--- config.mk ---
export PLATFORM = sky130hd
export DESIGN_NAME = synth_serial_program_port
export DESIGN_NICKNAME = d
export VERILOG_FILES = /design/src/logic/serial_port_pkg.sv /design/src/logic/config_store_if.sv /design/src/logic/config_store.sv /design/src/logic/synth_serial_program_port.sv
export SDC_FILE = /design/constraint.sdc
export NUM_CORES = 2
export LEC_CHECK = 0
export ABC_AREA = 1
export BUFFER_PORTS_ARGS = -buffer_cell sky130_fd_sc_hd__buf_2
export CAP_MARGIN = 20
export CORE_MARGIN = 1
export CORE_UTILIZATION = 59
export CTS_BUF_LIST = sky130_fd_sc_hd__clkbuf_2
export DETAILED_ROUTE_END_ITERATION = 10
export PLACE_DENSITY = 0.78
export SETUP_SLACK_MARGIN = 0.05
export SLEW_MARGIN = 20
export SYNTH_ARGS = -nofsm -noshare
export SYNTH_HDL_FRONTEND = slang
export SYNTH_SLANG_ARGS = --single-unit
--- constraint.sdc ---
create_clock -name clk_sys_in -period 2.3 [get_ports clk_sys_in]
set_input_delay 0.46 -clock clk_sys_in [delete_from_list [all_inputs] [get_ports clk_sys_in]]
set_output_delay 0.46 -clock clk_sys_in [all_outputs]
set_load 0.05 [all_outputs]
--- src/logic/serial_port_pkg.sv ---
// Shared constants and types for the synthesizer serial programming port.
package serial_port_pkg;
   // Frame layout: one direction flag, seven address bits, sixteen data bits.
   localparam int ADDR_W = 7;
   localparam int DATA_W = 16;
   localparam int FRAME_W = 1 + ADDR_W + DATA_W;
   localparam int DEPTH = 128;
   localparam int CNT_W = 5;
   localparam logic [CNT_W-1:0] ADDR_END = 5'h08;
   localparam logic [CNT_W-1:0] FRAME_END = 5'h18;
   localparam logic DIR_WRITE = 1'b0;
   localparam logic DIR_READ = 1'b1;
   localparam logic [DATA_W-1:0] REG_RESET = 16'h0000;
   typedef enum logic {ST_IDLE, ST_FRAME} frame_state_t;
endpackage : serial_port_pkg

--- src/logic/config_store_if.sv ---
// Interface joining the serial port to its configuration store.
`timescale 1ns/1ps
`default_nettype none
interface config_store_if;
   logic wr_en;
   logic [serial_port_pkg::ADDR_W-1:0] wr_addr;
   logic [serial_port_pkg::DATA_W-1:0] wr_data;
   logic [serial_port_pkg::ADDR_W-1:0] rd_addr;
   logic [serial_port_pkg::DATA_W-1:0] rd_data;
   modport port (output wr_en, output wr_addr, output wr_data, output rd_addr, input rd_data);
   modport store (input wr_en, input wr_addr, input wr_data, input rd_addr, output rd_data);
endinterface : config_store_if
`default_nettype wire

--- src/logic/config_store.sv ---
// Register-read memory that keeps the configuration words.
`timescale 1ns/1ps
`default_nettype none
module config_store
(
   input wire logic clk_sys_in,
   config_store_if.store bus
);
   logic [serial_port_pkg::DATA_W-1:0] mem [serial_port_pkg::DEPTH];

   // Writes land on the clock edge; the read word is registered.
   always_ff @(posedge clk_sys_in)
   begin
      if (bus.wr_en)
      begin
         mem[bus.wr_addr] <= bus.wr_data;
      end
      bus.rd_data <= mem[bus.rd_addr];
   end
endmodule : config_store
`default_nettype wire

--- src/logic/synth_serial_program_port.sv ---
// Serial programming port: frames writes into the store and shifts readback out.
`timescale 1ns/1ps
`default_nettype none
module synth_serial_program_port
(
   input wire logic clk_sys_in,
   input wire logic rst_in,
   input wire logic select_low_pin_in,
   input wire logic serial_clock_pin_in,
   input wire logic serial_in_pin_in,
   output logic multiplexed_out_pin_out
);
   config_store_if store_bus ();

   config_store u_store
   (
      .clk_sys_in(clk_sys_in),
      .bus(store_bus.store)
   );

   // Two-stage synchronisers; the first stage feeds only the second.
   logic [1:0] sel_sync;
   logic [1:0] sck_sync;
   logic [1:0] sdi_sync;
   logic sck_prev;
   always_ff @(posedge clk_sys_in)
   begin
      if (rst_in)
      begin
         sel_sync <= 2'h3;
         sck_sync <= 2'h0;
         sdi_sync <= 2'h0;
         sck_prev <= 1'b0;
      end
      else
      begin
         sel_sync <= {sel_sync[0], select_low_pin_in};
         sck_sync <= {sck_sync[0], serial_clock_pin_in};
         sdi_sync <= {sdi_sync[0], serial_in_pin_in};
         sck_prev <= sck_sync[1];
      end
   end

   logic selected;
   logic sck_rise;
   logic sck_fall;
   assign selected = ~sel_sync[1];
   // Edges only count while selected, so a free clock with select high does nothing.
   assign sck_rise = selected & sck_sync[1] & ~sck_prev;
   assign sck_fall = selected & ~sck_sync[1] & sck_prev;

   serial_port_pkg::frame_state_t state;
   logic [serial_port_pkg::CNT_W-1:0] bit_cnt;
   logic [serial_port_pkg::FRAME_W-2:0] shift;
   logic dir;
   logic [serial_port_pkg::DATA_W-1:0] rd_shift;

   // Frame state follows select; a deselect mid-frame abandons the frame.
   always_ff @(posedge clk_sys_in)
   begin
      if (rst_in)
      begin
         state <= serial_port_pkg::ST_IDLE;
      end
      else
      begin
         unique case (state)
            serial_port_pkg::ST_IDLE:
            begin
               if (selected)
               begin
                  state <= serial_port_pkg::ST_FRAME;
               end
            end
            serial_port_pkg::ST_FRAME:
            begin
               if (!selected)
               begin
                  state <= serial_port_pkg::ST_IDLE;
               end
            end
         endcase
      end
   end

   // Bit counter and input shift register, sampled on rising serial clock.
   always_ff @(posedge clk_sys_in)
   begin
      if (rst_in || !selected)
      begin
         bit_cnt <= '0;
         shift <= '0;
         dir <= serial_port_pkg::DIR_WRITE;
      end
      else if (sck_rise && bit_cnt != serial_port_pkg::FRAME_END)
      begin
         bit_cnt <= bit_cnt + 1'b1;
         if (bit_cnt == '0)
         begin
            dir <= sdi_sync[1];
         end
         else if (!(dir == serial_port_pkg::DIR_READ && bit_cnt >= serial_port_pkg::ADDR_END))
         begin
            shift <= {shift[serial_port_pkg::FRAME_W-3:0], sdi_sync[1]};
         end
      end
   end

   // A write commits once all bits are in; partial frames never commit.
   always_ff @(posedge clk_sys_in)
   begin
      if (rst_in)
      begin
         store_bus.wr_en <= 1'b0;
         store_bus.wr_addr <= '0;
         store_bus.wr_data <= serial_port_pkg::REG_RESET;
      end
      else
      begin
         store_bus.wr_en <= sck_rise && dir == serial_port_pkg::DIR_WRITE
            && bit_cnt == serial_port_pkg::FRAME_END - 1'b1;
         store_bus.wr_addr <= shift[serial_port_pkg::FRAME_W-3 -: serial_port_pkg::ADDR_W];
         store_bus.wr_data <= {shift[serial_port_pkg::DATA_W-2:0], sdi_sync[1]};
      end
   end

   // Read address is the shifted address once the address phase is complete.
   assign store_bus.rd_addr = shift[serial_port_pkg::ADDR_W-1:0];

   // Readback shifter: loaded at the last address bit, advanced on falling clock.
   always_ff @(posedge clk_sys_in)
   begin
      if (rst_in || !selected)
      begin
         rd_shift <= '0;
         multiplexed_out_pin_out <= 1'b0;
      end
      else if (dir == serial_port_pkg::DIR_READ && bit_cnt >= serial_port_pkg::ADDR_END)
      begin
         if (sck_fall)
         begin
            if (bit_cnt == serial_port_pkg::ADDR_END)
            begin
               // The memory word has had several cycles to settle by this fall.
               multiplexed_out_pin_out <= store_bus.rd_data[serial_port_pkg::DATA_W-1];
               rd_shift <= {store_bus.rd_data[serial_port_pkg::DATA_W-2:0], 1'b0};
            end
            else
            begin
               multiplexed_out_pin_out <= rd_shift[serial_port_pkg::DATA_W-1];
               rd_shift <= {rd_shift[serial_port_pkg::DATA_W-2:0], 1'b0};
            end
         end
      end
      else
      begin
         multiplexed_out_pin_out <= 1'b0;
      end
   end

   // Output stays low while the address is still arriving.
   property p_addr_low;
      @(posedge clk_sys_in) disable iff (rst_in)
      (bit_cnt < serial_port_pkg::ADDR_END) |=> !multiplexed_out_pin_out;
   endproperty
   a_addr_low: assert property (p_addr_low) else $error("output high in address phase");

   // Deselected: counter cleared and edges ignored.
   property p_desel;
      @(posedge clk_sys_in) disable iff (rst_in)
      !selected |=> (bit_cnt == '0) && !store_bus.wr_en;
   endproperty
   a_desel: assert property (p_desel) else $error("activity while deselected");

   // Each selected rising edge below the last frame bit advances the counter by one.
   property p_count;
      @(posedge clk_sys_in) disable iff (rst_in)
      (sck_rise && selected && bit_cnt < serial_port_pkg::FRAME_END - 1'b1) ##1 selected
      |-> bit_cnt == $past(bit_cnt) + 1'b1;
   endproperty
   a_count: assert property (p_count) else $error("bit counter did not advance");

   // Writes only for write frames at the last bit.
   property p_write;
      @(posedge clk_sys_in) disable iff (rst_in)
      store_bus.wr_en |-> $past(dir) == serial_port_pkg::DIR_WRITE
         && $past(bit_cnt) == serial_port_pkg::FRAME_END - 1'b1;
   endproperty
   a_write: assert property (p_write) else $error("write outside full write frame");

   // Readback output moves only after a falling clock.
   property p_change_on_fall;
      @(posedge clk_sys_in) disable iff (rst_in)
      (selected && $changed(multiplexed_out_pin_out)) |-> $past(sck_fall);
   endproperty
   a_change_on_fall: assert property (p_change_on_fall) else $error("readback moved off fall");

   // Input is not shifted during readback data.
   property p_ignore_in;
      @(posedge clk_sys_in) disable iff (rst_in)
      (selected && dir == serial_port_pkg::DIR_READ && bit_cnt >= serial_port_pkg::ADDR_END)
      ##1 selected |-> $stable(shift);
   endproperty
   a_ignore_in: assert property (p_ignore_in) else $error("input taken in readback data");

   // Out of a frame the output rests low, whatever the store happens to hold.
   property p_idle_out;
      @(posedge clk_sys_in) disable iff (rst_in)
      (state == serial_port_pkg::ST_IDLE) |-> !multiplexed_out_pin_out;
   endproperty
   a_idle_out: assert property (p_idle_out) else $error("output high outside a frame");
endmodule : synth_serial_program_port
`default_nettype wire

# Yosys cells after proc, flatten, opt, wreduce, memory -nomap -nowiden
# Memories as Yosys holds them, arrays and structs flattened. A register that Yosys moved wholly into a read port is not among the register bits.
# Index checks and enable logic that the tools add are counted.
[classes] magnitude_cmp=1 reduce_logical=10 eq_ne=3 muxes=4 bitwise=10 addsub=1
[op_table] op="$mux W16" count=1
[op_table] op="$not A1 Y1" count=6
[op_table] op="$add A5 B1 Y5 const B" count=1
[op_table] op="$eq A5 B4 Y1 const B" count=1
[op_table] op="$eq A5 B5 Y1 const B" count=1
[op_table] op="$ge A5 B4 Y1 const B" count=1
[op_table] op="$logic_not A5 Y1" count=1
[op_table] op="$ne A5 B5 Y1 const B" count=1
[op_table] op="$and A1 B1 Y1" count=4
[op_table] op="$logic_and A1 B1 Y1" count=4
[op_table] op="$reduce_and A2 Y1" count=2
[op_table] op="$mux W1" count=3
[op_table] op="$reduce_and A3 Y1" count=1
[op_table] op="$reduce_or A2 Y1" count=1
[op_table] op="$logic_or A1 B1 Y1" count=1
[totals] out_inout_bits=1 regBits=76 wordCells=42 in_bits=5 ramBits=2048 n_memories=1
[memory_table] name="u_store.mem" words=128 width=16 read_ports=1 rd_clocked_by_memory_dff=1 wr=1 line="config_store.sv:9" text="logic [serial_port_pkg::DATA_W-1:0] mem [serial_port_pkg::DEPTH];"

# Logic depth before layout (Yosys ltp)
[logic_depth] word_depth=5 depth_mapped=13 ltp_nobuf=11

# Cells and area by module
# From an unflattened synthesis, not the netlist that was laid out.
[unflattened] hier_cells=7194 hier_area_um2=85782.3
[by_module_without_submodules] module="config_store" cells_each=6793 seq_area_each_um2=61819.3 area_per_inst_um2=82828.2 instances=1
[by_module_without_submodules] module="synth_serial_program_port" cells_each=401 seq_area_each_um2=1501.4 area_per_inst_um2=2954.1 instances=1

# Least setup slack after synthesis
# No wires, ideal clock.
[synth_timing] path_type="register to register" start="register store_bus.wr_data[0] in the netlist's numbering" end="memory u_store.mem[0][0] in the netlist's numbering, data pin" slack_ns=-0.049 path_stages_with_launch=1 required_time_ns=1.774 path_buffers=0 setup_ns=0.526 t_arrival_ns=1.823 cell_sequence="dfxtp_1"
[synth_lines] item="from (decl)" line="config_store_if.sv:7" text="logic [serial_port_pkg::DATA_W-1:0] wr_data;"
[synth_lines] item="from (signal assigned)" line="synth_serial_program_port.sv:116" text="store_bus.wr_data <= serial_port_pkg::REG_RESET;"
[synth_lines] item="from (signal assigned)" line="synth_serial_program_port.sv:123" text="store_bus.wr_data <= {shift[serial_port_pkg::DATA_W-2:0], sdi_sync[1]};"
[synth_lines] item="to (decl)" line="config_store.sv:9"
# Straight into the memory's write port.

# Worst setup path in the final report
[layout_timing] start="register multiplexed_out_pin_out" end="output port multiplexed_out_pin_out"
[layout_lines] item="from (decl)" line="synth_serial_program_port.sv:11" text="output logic multiplexed_out_pin_out"
[layout_lines] item="from (signal assigned)" line="synth_serial_program_port.sv:145" text="multiplexed_out_pin_out <= store_bus.rd_data[serial_port_pkg::DATA_W-1];"
[layout_lines] item="from (signal assigned)" line="synth_serial_program_port.sv:150" text="multiplexed_out_pin_out <= rd_shift[serial_port_pkg::DATA_W-1];"
# No word-level cell between the ends.

==> results.tsv <==
stage	metric	value	unit
run_status	status	finished, violations left	
run_status	failing checks	setup timing	
synth	Primary FF master, synth	edfxtp_1	
power	pwr dens	681	nW/um2
synth	async set or reset register ratio after synthesis	0	%
flow_run	Max Cap Violations	0	
critical_path	crit path launch type	flip-flop	
floorplanning	Die H	382	um
timing	Slew HR	14.1	%
critical_path	max incr delay on CP	0.41	ns
timing	Worst Skew	0.220	ns
synth	Warnings, synthesis	0	
finish	area of the multi-input gates	20400	um2
clock_tree	Clock transition at path regs	0.11	ns
power	Comb power frac	0.1	%
detailed_routing	WL/cell	25.1	um
min_path	Hold/Removal Path Class	reg2reg	
global_route	total track usage	33.2	%
critical_path	critical path peak fanout	2	
place	Port Buffers	5	
synth	average size of a mapped cell	12.0	um2
timing	Slew @ Worst Pin	1.29	ns
detailed_routing	drt first-iter violations	9817	
power	share of total power in the clock network	37.0	%
floorplanning	die area	146000	um2
synth	Synthesized Nets	7103	
critical_path	WP data required	1.84	ns
timing	Worst Slack Setup Final	-0.528	ns
global_route	largest net degree at the start of global routing	95	
power	internal power	51.9	mW
synth	Synth cell types	29	
synth	Synth Register Bits	2139	
synth	top post-synthesis cells by area	edfxtp_1, nand3_1, nand2_1	
floorplanning	Chip Width	382	um
finish	share of post-route cells with drive strength above 1	18.5	%
floorplanning	Ports	6	
place	HPWL Detailed	137	mm
critical_path	Setup CP Type	reg2out	
synth	Synth area leader	edfxtp_1	
detailed_routing	vias per cell	6.28	
floorplanning	Std-Cell Rows	139	
clock_tree	root buffer cell	clkbuf_2	
finish	fill count	9563	
timing	final setup fails	2	
power	Seq pwr share	62.9	%
clock_tree	H-tree depth	6	
critical_path	worst path bufs/invs	1	
place	DP Worst Slack	-0.148	ns
clock_tree	clk_lat worst skew	1.87	ns
timing	Fin Setup TNS	-0.542	ns
clock_tree	Sink Count	2139	
critical_path	CP Data Arrival Time	2.37	ns
global_route	initial antenna violation count	5	
detailed_routing	DRC viols	0	
synth	top cell type's share of synthesized area	72.1	%
timing	fin. max-slew vios	0	
synth	Seq/Total Area, Yosys	74.2	%
critical_path	Critical Path Slowest Stage Cell	dfxtp_4	
detailed_routing	Routed WL	248	mm
detailed_routing	Post-DRT Antenna Nets	0	
timing	achievable clock frequency	0.354	GHz
global_route	gr ovfl total	0	
global_route	vias in the first global route	59573	
critical_path	Worst Setup End Kind	primary output	
power	NetSw	14.8	mW
finish	Area Overhead vs Synth	14.9	%
place	Placer Congestion	0.902	
detailed_routing	total number of vias	62022	
timing	RSZ-0062 raised after global routing	true	
synth	Gate Count Post-Synth	7096	
floorplanning	Initial Util	59.4	%
critical_path	critical path's top delay family	flip-flops	
synth	commonest cells in the netlist	nand2_1, edfxtp_1, nand3_1	
synth	number of flops mapped to enable cells by yosys	2048	
power	Peak VDD IR	0.567	mV
power	P_leak	35.9	nW
power	switch share	22.2	%
finish	FF+latch area	63400	um2
timing	Final Hold Viols	0	
clock_tree	CTS buffer count	537	
floorplanning	core area	143000	um2
timing	crit share post-route	123	%
global_route	first-pass GRT wire length	361	mm
synth	most common cell in the netlist	nand2_1	
detailed_routing	Initial DRT Pass Iterations	6	
critical_path	CP Cell Sequence	buf_8	
clock_tree	CTS tree	built	
finish	final net count	7655	
timing	min cycle time layout	2.83	ns
synth	Post-Syn Area	85300	um2
clock_tree	clock buffer depth	4	
-- per-layer routing --
metal  global-route usage, %  wire, um  vias up
met5                       0        27        -
met4                    19.3     14000        4
met3                    8.71     35200      839
met2                    50.4    114000     5068
met1                    43.4     85400    29450
li1                        -         -    26661
-- through the flow --
step	hold WS, ns	cells	power [mW]	utilization [%]	cell area [um2]
2_1_floorplan	0.388	7096	42.9	-	85300
3_3_place_gp	0.415	8943	42.9	63.3	90900
3_5_place_dp	0.413	8943	42.9	63.3	90900
4_1_cts	0.350	9854	66.7	67.4	96700
5_1_grt	0.395	9881	68.7	68.3	98000
6_report	0.373	9881	66.7	68.3	98000
-- power by group through the flow --
stage / registers [mW] / logic [mW] / clock network [mW]
final: 41.9 / 0.0831 / 24.7
after global routing: 41.9 / 0.0844 / 26.7
after CTS: 41.9 / 0.0777 / 24.7
after detailed placement: 42.8 / 0.0586 / 0
after global placement: 42.8 / 0.0581 / 0
after floorplan: 42.9 / 0.0183 / 0
-- final timing paths --
| check | start | to | slack [ns] | depth (start not counted) |
|---|---|---|---|---|
| setup / recovery | multiplexed_out_pin_out$_SDFFE_PP0P_ | multiplexed_out_pin_out | -0.53 | 1 |
| hold / removal | sel_sync[0]$_SDFF_PP1_ | sel_sync[1]$_SDFF_PP1_ | 0.37 | 1 |
| setup reg to reg | shift[0]$_SDFFE_PP0P_ | u_store.bus.rd_data[4]$_DFF_P_ | -0.01 | 13 |
| hold reg to reg | sel_sync[0]$_SDFF_PP1_ | sel_sync[1]$_SDFF_PP1_ | 0.37 | 1 |
-- flip-flops by register name (all words and copies together), names as in the netlist --
name / flops
rd_shift: 15
sck_prev: 1
sdi_sync: 2
u_store.mem: 2048
multiplexed_out_pin_out: 1
sck_sync: 2
shift: 22
store_bus.wr_addr: 7
sel_sync: 2
u_store.bus.rd_data: 16
store_bus.wr_data: 16
bit_cnt: 5
store_bus.wr_en: 1
dir: 1
-- cell type report --
cell class                 instances  area share [%]
antenna                            5          0.0128
clock buffer                     768            3.92
clock inverter                    96           0.641
inverter                          66           0.298
multi-input combinational       4417            20.8
sequential                      2139            64.7
tap                             1903            2.43
timing repair buffer             484            7.10
timing repair inverter             3          0.0396
-- cells by family (layout without fill, tap and decap cells) --
group                    after synthesis  after routing  synth area share, %
AND/OR/NAND/NOR                     4335           4335                 22.1
flip-flops                          2139           2139                 74.2
buffers and inverters                540           1417                 3.12
AO/OA/AOI/OAI                         80             80                0.508
adder cells (fa/ha/maj)                2              2               0.0293
other                                  0              5                    0
-- timing repair --
action,4_1_cts,5_1_grt
hold buffers,14,0
endpoints found under the setup margin,16,36
cloned,17,11
pin swaps,0,19
setup buffers,16,12
gates resized for setup,103,174
endpoints found under the hold margin,75,0
-- cell usage in the layout, fill, tap and decap left out, drive strengths merged, types with 10 or more instances in the layout --
cell type	netlist	layout
nand2	2121	2121
edfxtp	2048	2048
nand3	2031	2031
clkbuf	106	777
buf	368	454
nor2	166	166
dfxtp	91	91
inv	63	83
clkinv	3	72
o21ai	35	35
a21oi	29	29
dlygate4sd3	0	14
nor3	11	11
bufinv	0	10
No activity file was read; power rests on OpenSTA's default activity.
